===== config.mk =====
export PLATFORM = sky130hd
export DESIGN_NAME = pamc_arbiter
export DESIGN_NICKNAME = d
export VERILOG_FILES = /design/src/hdl/pamc_pkg.sv /design/src/hdl/pamc_bm_timer.sv /design/src/hdl/pamc_arbiter.sv
export VERILOG_INCLUDE_DIRS = /design/src /design/src/hdl
export SDC_FILE = /design/constraint.sdc
export NUM_CORES = 1
export LEC_CHECK = 0
export BUFFER_PORTS_ARGS = -buffer_cell sky130_fd_sc_hd__buf_2
export CAP_MARGIN = 40
export CORE_AREA = 2 2 134 136
export DETAILED_ROUTE_END_ITERATION = 8
export DIE_AREA = 0 0 136 138
export HOLD_SLACK_MARGIN = 0.03
export RECOVER_POWER = 50
export SLEW_MARGIN = 5
export SYNTH_ARGS = -nofsm -noshare
export SYNTH_HDL_FRONTEND = slang
export SYNTH_SLANG_ARGS = --single-unit

===== constraint.sdc =====
create_clock -name clk_i -period 4.9 [get_ports clk_i]
set_clock_uncertainty 0.05 [all_clocks]
set_input_delay 0.245 -clock clk_i [delete_from_list [all_inputs] [get_ports clk_i]]
set_output_delay 0.245 -clock clk_i [all_outputs]
set_load 0.05 [all_outputs]

===== src/hdl/pamc_map.svh =====
`ifndef PAMC_MAP_SVH
`define PAMC_MAP_SVH

// Register byte offsets
`define PAMC_OFS_RSVD    8'h44
`define PAMC_OFS_ARB     8'h48
`define PAMC_OFS_STAT    8'h80

// Field positions in the arbiter word
`define PAMC_EN_MSB      4
`define PAMC_BIT_EXT     9
`define PAMC_BIT_BMTO    10
`define PAMC_BIT_REFRESH 11

// Reset values
`define PAMC_RST_EN      5'h1f
`define PAMC_RST_EXT     1'b0
`define PAMC_RST_BMTO    1'b0
`define PAMC_RST_REFRESH 1'b0

// Requesters and timing
`define PAMC_NREQ        5
`define PAMC_NPIN        7
`define PAMC_BM_CYCLES   5'h10

`endif


===== src/hdl/pamc_pkg.sv =====
`default_nettype none

package pamc_pkg;

   // Software controls of the arbiter word
   typedef struct packed {
      logic       refresh;
      logic       bm_en;
      logic       ext_arb;
      logic [4:0] en;
   } pamc_ctrl_t;

   // Grant sequencing
   typedef enum logic [2:0] {
      ST_IDLE  = 3'b001,
      ST_GRANT = 3'b010,
      ST_BUSY  = 3'b100
   } pamc_state_t;

endpackage : pamc_pkg

`default_nettype wire


===== src/hdl/pamc_bm_timer.sv =====
`timescale 1ns/10ps
`default_nettype none
`include "pamc_map.svh"

module pamc_bm_timer (
   // Clock and reset
   input  wire logic       clk_i,
   input  wire logic       rst_i,
   // Control
   input  wire logic       run_i,
   input  wire logic       clr_i,
   // Status
   output var  logic [4:0] cnt_o,
   output var  logic       exp_o
);

   logic [4:0] cnt_q;
   logic [4:0] cnt_d;

   // Counts idle waiting cycles, stops at expiry
   assign cnt_d = clr_i ? 5'h00 :
                  (run_i && !exp_o) ? 5'(cnt_q + 5'h01) : cnt_q;
   assign cnt_o = cnt_q;
   assign exp_o = (cnt_q == `PAMC_BM_CYCLES);

   // Counter register
   always_ff @(posedge clk_i) begin
      if (rst_i) begin
         cnt_q <= 5'h00;
      end else begin
         cnt_q <= cnt_d;
      end
   end
endmodule // pamc_bm_timer

`default_nettype wire


===== src/hdl/pamc_arbiter.sv =====
`timescale 1ns/10ps
`default_nettype none
`include "pamc_map.svh"

////////////////////////////////////////////////////////////////////////////
module pamc_arbiter (
   // Clock and reset
   input  wire logic        clk_i,
   input  wire logic        rst_i,
   // Wishbone slave
   input  wire logic        wb_cyc_i,
   input  wire logic        wb_stb_i,
   input  wire logic        wb_we_i,
   input  wire logic [7:0]  wb_adr_i,
   input  wire logic [3:0]  wb_sel_i,
   input  wire logic [31:0] wb_dat_i,
   output var  logic [31:0] wb_dat_o,
   output var  logic        wb_ack_o,
   // Bridge internal requester
   input  wire logic        int_req_i,
   output var  logic        int_gnt_o,
   // Secondary bus pins
   input  wire logic [4:1]  req_n_i,
   output var  logic [4:1]  gnt_n_o,
   input  wire logic        frame_n_i,
   input  wire logic        irdy_n_i,
   // External arbiter pins
   output var  logic        ext_req_n_o,
   input  wire logic        ext_gnt_n_i
);

   ////////////////////////////////////////////////////////////////////////
   // Pin synchronisers

   logic [`PAMC_NPIN-1:0] pin_raw;
   logic [`PAMC_NPIN-1:0] pin_q;

   assign pin_raw = {ext_gnt_n_i, irdy_n_i, frame_n_i, req_n_i};

   // Three stages, a change counts once stages two and three agree
   for (genvar g = 0; g < `PAMC_NPIN; g++) begin : g_sync
      logic [2:0] sh_q;
      logic       filt_q;
      always_ff @(posedge clk_i) begin
         if (rst_i) begin
            sh_q   <= 3'h7;
            filt_q <= 1'b1;
         end else begin
            sh_q <= {sh_q[1:0], pin_raw[g]};
            if (sh_q[1] == sh_q[2]) begin
               filt_q <= sh_q[2];
            end
         end
      end
      assign pin_q[g] = filt_q;
   end

   logic                  frame_seen;
   logic                  bus_idle;
   logic                  ext_gnt;
   logic [`PAMC_NREQ-1:0] req_vec;

   // Decoded bus conditions
   assign frame_seen = !pin_q[4];
   assign bus_idle   = pin_q[4] && pin_q[5];
   assign ext_gnt    = !pin_q[6];
   assign req_vec    = {~pin_q[3:0], int_req_i};

   ////////////////////////////////////////////////////////////////////////
   // Register file

   pamc_pkg::pamc_ctrl_t  ctrl_q;
   logic [`PAMC_NREQ-1:0] broken_q;
   logic [`PAMC_NREQ-1:0] grant_q;
   logic [31:0]           arb_word;
   logic [31:0]           stat_word;
   logic [31:0]           rd_data;
   logic                  bus_req;
   logic                  hit_rsvd;
   logic                  hit_arb;
   logic                  hit_stat;
   logic                  wr_arb;

   // Address decode and read selection
   assign bus_req  = wb_cyc_i && wb_stb_i && !wb_ack_o;
   assign hit_rsvd = (wb_adr_i == `PAMC_OFS_RSVD);
   assign hit_arb  = (wb_adr_i == `PAMC_OFS_ARB);
   assign hit_stat = (wb_adr_i == `PAMC_OFS_STAT);
   assign wr_arb   = bus_req && wb_we_i && hit_arb;
   assign arb_word = {20'h0_0000, ctrl_q.refresh, ctrl_q.bm_en,
                      ctrl_q.ext_arb, 4'h0, ctrl_q.en};
   assign stat_word = {19'h0_0000, grant_q, 3'h0, broken_q};
   assign rd_data  = hit_arb  ? arb_word  :
                     hit_stat ? stat_word : 32'h0000_0000;

   // Control bits, byte lanes 0 and 1
   always_ff @(posedge clk_i) begin
      if (rst_i) begin
         ctrl_q.en      <= `PAMC_RST_EN;
         ctrl_q.ext_arb <= `PAMC_RST_EXT;
         ctrl_q.bm_en   <= `PAMC_RST_BMTO;
         ctrl_q.refresh <= `PAMC_RST_REFRESH;
      end else if (wr_arb) begin
         if (wb_sel_i[0]) begin
            ctrl_q.en <= wb_dat_i[`PAMC_EN_MSB:0];
         end
         if (wb_sel_i[1]) begin
            ctrl_q.ext_arb <= wb_dat_i[`PAMC_BIT_EXT];
            ctrl_q.bm_en   <= wb_dat_i[`PAMC_BIT_BMTO];
            ctrl_q.refresh <= wb_dat_i[`PAMC_BIT_REFRESH];
         end
      end
   end

   // One-cycle answer, unmapped reads return zero
   always_ff @(posedge clk_i) begin
      if (rst_i) begin
         wb_ack_o <= 1'b0;
         wb_dat_o <= 32'h0000_0000;
      end else begin
         wb_ack_o <= bus_req;
         wb_dat_o <= (bus_req && !wb_we_i) ? rd_data : 32'h0000_0000;
      end
   end

   ////////////////////////////////////////////////////////////////////////
   // Arbitration

   pamc_pkg::pamc_state_t state_q;
   pamc_pkg::pamc_state_t state_d;
   logic [`PAMC_NREQ-1:0] eligible;
   logic [`PAMC_NREQ-1:0] grant_d;
   logic [`PAMC_NREQ-1:0] served_q;
   logic [2:0]            last_q;
   logic [2:0]            pick;
   logic                  arb_on;
   logic                  own_req;
   logic                  all_served;
   logic                  tmo_run;
   logic                  tmo_clr;
   logic                  tmo_exp;
   logic                  tmo_hit;
   logic [4:0]            tmo_cnt;

   // Enabled, not broken, requesting
   assign arb_on   = !ctrl_q.ext_arb;
   assign eligible = req_vec & ctrl_q.en & ~broken_q;
   assign own_req  = |(grant_q & req_vec & ctrl_q.en);
   assign all_served = (|served_q) &&
                       (&(served_q | broken_q | ~(req_vec & ctrl_q.en)));

   // Round robin search starting after the last owner
   always_comb begin
      logic [2:0] idx;
      idx  = last_q;
      pick = last_q;
      for (int k = `PAMC_NREQ; k >= 1; k--) begin
         idx = 3'((32'(last_q) + k) % `PAMC_NREQ);
         if (eligible[idx]) begin
            pick = idx;
         end
      end
   end

   // Broken-master timer controls
   assign tmo_run = (state_q == pamc_pkg::ST_GRANT) && ctrl_q.bm_en &&
                    bus_idle && !frame_seen;
   assign tmo_clr = frame_seen || (state_q != pamc_pkg::ST_GRANT) ||
                    !ctrl_q.bm_en;
   assign tmo_hit = tmo_exp && ctrl_q.bm_en && !frame_seen &&
                    (state_q == pamc_pkg::ST_GRANT);

   pamc_bm_timer u_bm_timer (
      .clk_i (clk_i),
      .rst_i (rst_i),
      .run_i (tmo_run),
      .clr_i (tmo_clr),
      .cnt_o (tmo_cnt),
      .exp_o (tmo_exp)
   );

   // Grant sequencing
   always_comb begin
      state_d = state_q;
      grant_d = grant_q;
      unique case (state_q)
         pamc_pkg::ST_IDLE: begin
            grant_d = '0;
            if (arb_on && bus_idle && (|eligible)) begin
               grant_d = `PAMC_NREQ'(1) << pick;
               state_d = pamc_pkg::ST_GRANT;
            end
         end
         pamc_pkg::ST_GRANT: begin
            if (!arb_on || tmo_hit || (!own_req && !frame_seen)) begin
               grant_d = '0;
               state_d = pamc_pkg::ST_IDLE;
            end else if (frame_seen) begin
               state_d = pamc_pkg::ST_BUSY;
            end
         end
         pamc_pkg::ST_BUSY: begin
            if (!arb_on || (!own_req && bus_idle)) begin
               grant_d = '0;
               state_d = pamc_pkg::ST_IDLE;
            end
         end
      endcase
   end

   // Arbiter state and grant pins
   always_ff @(posedge clk_i) begin
      if (rst_i) begin
         state_q     <= pamc_pkg::ST_IDLE;
         grant_q     <= '0;
         last_q      <= 3'h0;
         gnt_n_o     <= 4'hf;
         int_gnt_o   <= 1'b0;
         ext_req_n_o <= 1'b1;
      end else begin
         state_q     <= state_d;
         grant_q     <= grant_d;
         gnt_n_o     <= ~grant_d[4:1];
         int_gnt_o   <= ctrl_q.ext_arb ? ext_gnt : grant_d[0];
         ext_req_n_o <= !(ctrl_q.ext_arb && int_req_i);
         if (state_q == pamc_pkg::ST_IDLE &&
             state_d == pamc_pkg::ST_GRANT) begin
            last_q <= pick;
         end
      end
   end

   // Broken marks; a timeout set wins over a refresh clear
   always_ff @(posedge clk_i) begin
      if (rst_i) begin
         broken_q <= '0;
         served_q <= '0;
      end else if (tmo_hit) begin
         broken_q <= broken_q | grant_q;
         served_q <= '0;
      end else if (state_q == pamc_pkg::ST_IDLE) begin
         if (ctrl_q.refresh && (|broken_q) && all_served) begin
            broken_q <= '0;
            served_q <= '0;
         end else if (state_d == pamc_pkg::ST_GRANT) begin
            served_q <= served_q | grant_d;
         end
      end
   end

   logic [7:0] wait_cnt;

   // Idle waiting cycles since the grant, for the timeout check
   always_ff @(posedge clk_i) begin
      if (rst_i || tmo_clr) begin
         wait_cnt <= 8'h00;
      end else if (tmo_run && wait_cnt != 8'hff) begin
         wait_cnt <= 8'(wait_cnt + 8'h01);
      end
   end
endmodule // pamc_arbiter

`default_nettype wire


==> impl_metrics.py <==
metrics = {
    "run_status": {
        "outcome": "complete, no violations",
    },
    "sta": {
        "fmax_mhz": 221.6,
        "hold_violations": 0,
        "setup_viol": 0,
        "tns_ns": 0,
        "holdWs_ns": 0.04286,
        "final_max_slew_viol_count": 0,
        "rsz0062_at_grt": "false",
        "worstMarginPinSlew_ns": 1.266,
        "relSlewSlack_pct": 15.59,
        "layout_min_cycle_time_ns": 4.514,
        "finalCritPeriodShare_pct": 92.12,
    },
    "floorplanning": {
        "num_rows": 49,
        "start_util_pct": 29.18,
        "dieArea_um2": 18770,
        "ios": 96,
        "die_height_um": 138,
        "core_um2": 17530,
        "die_w_um": 136,
    },
    "layout": {
        "n_antenna_cell": 0,
        "drive_gt1_share_pct": 19.22,
        "synthToLayoutAreaGrowth_pct": 15.21,
        "multiInputGateArea_um2": 3249,
        "nets": 728,
        "final_common_cell": "dfxtp_1",
        "regArea_um2": 1582,
        "layout_common_cells": "79 x dfxtp_1, 44 x nor2_1, 43 x nand2_1",
        "fill_cells": 1881,
    },
    "routing": {
        "vias_per_cell": 5.033,
        "wl_um": 12630,
        "ant_nets": 0,
        "drc": 0,
        "firstDrtPassIters": 4,
        "avgRoutedWirePerCell_um": 14.45,
        "via_count": 4399,
        "drt-initial-drc-count": 333,
    },
    "worst_setup_path": {
        "cp.arrival_ns": 4.65,
        "regToRegEndpoint": "gnt_n_o[3]",
        "crit_path_end_kind": "flip-flop",
        "worstSetupStartpointType": "flip-flop",
        "r2r_start": "last_q[2]",
        "cp.required_ns": 5.04,
        "reg2reg_slack_ns": 0.39,
        "critical_path_class": "reg -> reg",
        "cp_max_fo": 8,
        "r2r.worst_path.cells": 15,
    },
    "clock_tree": {
        "cts_resized": 0,
        "clk_path_buf_depth": 2,
        "cts_tree": "built",
        "postCtsSetupBuffers": 0,
        "ctsHoldBuffers": 0,
        "root_buffer": "clkbuf_16",
        "worstSkewPairLatency_ns": 0.33,
        "cts_sinks": 79,
        "htreeDepth": 3,
        "clk_pin_slew_ns": 0.06,
        "numCtsBuffers": 9,
    },
    "synth": {
        "synth_edf_count": 0,
        "synth_ff_type": "dfxtp_1",
        "syn_area_per_cell_um2": 8.746,
        "netlist_instances": 585,
        "synth-warning-count": 0,
        "async_flop_share_pct": 0,
        "synth_top_area_share_pct": 30.91,
        "yosysSeqAreaShare_pct": 30.91,
        "synth_top_area_cell": "dfxtp_1",
        "syn_area_um2": 5116,
        "ys_types": 90,
        "ys_ff_latch": 79,
        "synthTopCellsByArea": "dfxtp_1 31%, ha_1 7.3%, buf_4 3.4%",
    },
    "power": {
        "p_seq_share_pct": 21.8,
        "worst_ir_drop_vdd_v": 0.0002186,
        "leakage_nw": 2.396,
        "power_mw": 3.407,
        "power_frac_clock_pct": 20.3,
        "p_sw_mw": 1.479,
        "swShare_pct": 43.40,
        "p_per_area_nw_per_um2": 578.0,
        "internal-power_mw": 1.928,
        "p_comb_share_pct": 57.9,
    },
    "place": {
        "gp_congestion": 0.8583,
        "io_buffers": 47,
        "hpwl_um": 9503,
    },
    "grt": {
        "track_usage_pct": 13.79,
        "grt_pass1_vias": 4095,
        "overflow": 0,
        "grt_pass1_wl_um": 21000,
        "grt_max_degree": 32,
        "antenna_found_initial": 0,
    },
    "min_path": {
        "min-delay-start": "req_n_i[2]",
        "holdPathStages": 2,
        "hold_class": "in -> reg",
        "holdPathEnd": "g_sync[1].sh_q[0]",
    },
    "job": {
        "drv_cap": 0,
    },
}
-- worst max-delay path by stage --
stage | from | end | depth (start not counted) | slack (ns)
finish | last_q[2] | gnt_n_o[3] | 15 | 0.39
global route | last_q[1] | grant_q[0] | 19 | 0.08
CTS | last_q[1] | served_q[0] | 19 | 0.40
detailed placement | last_q[2] | gnt_n_o[3] | 15 | 0.43
global placement | last_q[1] | gnt_n_o[1] | 20 | 0.48
floorplan | last_q[0] | served_q[0] | 21 | 0.03
-- cell type report --
| type | count | area share, % |
|---|---|---|
| inverter | 26 | 1.656 |
| tap | 229 | 4.861 |
| clock buffer | 10 | 4.054 |
| clock inverter | 6 | 1.274 |
| sequential | 79 | 26.83 |
| multi-input combinational | 457 | 55.13 |
| timing repair buffer | 67 | 6.198 |
-- stage by stage --
stage | setup WS [ns] | utilization [%] | cell area, um2 | std cells
2_1_floorplan | 0.03091 | - | 5195 | 606
3_3_place_gp | 0.4755 | 31.90 | 5593 | 857
3_5_place_dp | 0.4315 | 31.90 | 5593 | 857
4_1_cts | 0.4013 | 33.69 | 5907 | 873
5_1_grt | 0.07917 | 33.62 | 5894 | 874
6_report | 0.3863 | 33.62 | 5894 | 874
-- per-layer routing --
metal	wire length [um]	global-route usage, %	up-vias
met5	0	0	-
met4	185	3.728	0
met3	716	2.824	14
met2	5582	20.89	123
met1	6147	19.82	2046
li1	-	-	2216
-- cells in the mapped netlist (7+ instances only) --
library cell / n
nor2_1: 44
and2_1: 8
o21ai_0: 26
nand3_1: 13
a22o_1: 8
nor3b_1: 9
dfxtp_1: 79
nand2b_1: 12
buf_4: 23
or2_2: 26
o211ai_1: 7
ha_1: 30
a21oi_1: 26
nand2_1: 43
inv_1: 23
clkbuf_1: 14
mux2i_1: 16
-- state kept, by name, indices dropped and copies added, names as in the netlist, 5 cells and up --
name and flops:
arb_word 8, broken_q 5, g_sync.filt_q 7, g_sync.sh_q 21
grant_q 5, served_q 5, u_bm_timer.cnt_o 5, wb_dat_o 10
-- critical path: stages (launching register included) --
cell	delay [ns]
dfxtp_1	0.33
clkinv_1	0.19
ha_1	0.34
ha_1	0.29
or2_2	0.33
ha_1	0.33
or4b_1	0.53
o211ai_1	0.12
a211oi_1	0.07
a31oi_1	0.32
o21ai_0	0.22
a311oi_1	0.38
nor4_1	0.15
buf_4	0.16
nor3_2	0.37
a32oi_1	0.18
-- power groups by stage --
stage / sequential (mW) / combinational [mW] / clock, mW
2_1_floorplan: 0.798 / 1.45 / 0
3_3_place_gp: 0.757 / 1.94 / 0
3_5_place_dp: 0.757 / 1.95 / 0
4_1_cts: 0.743 / 1.97 / 0.704
5_1_grt: 0.751 / 2.18 / 0.742
6_report: 0.744 / 1.97 / 0.692
-- logic make-up after synthesis --
group | share of synthesized area (%)
AO/OA/AOI/OAI | 24.24
XOR/XNOR | 2.006
adder cells (fa/ha/maj) | 7.728
buffers and inverters | 7.116
flip-flops | 30.91
multiplexers | 4.451
other | 0.07330
AND/OR/NAND/NOR | 23.48
Power figures use the tool's default switching activity.
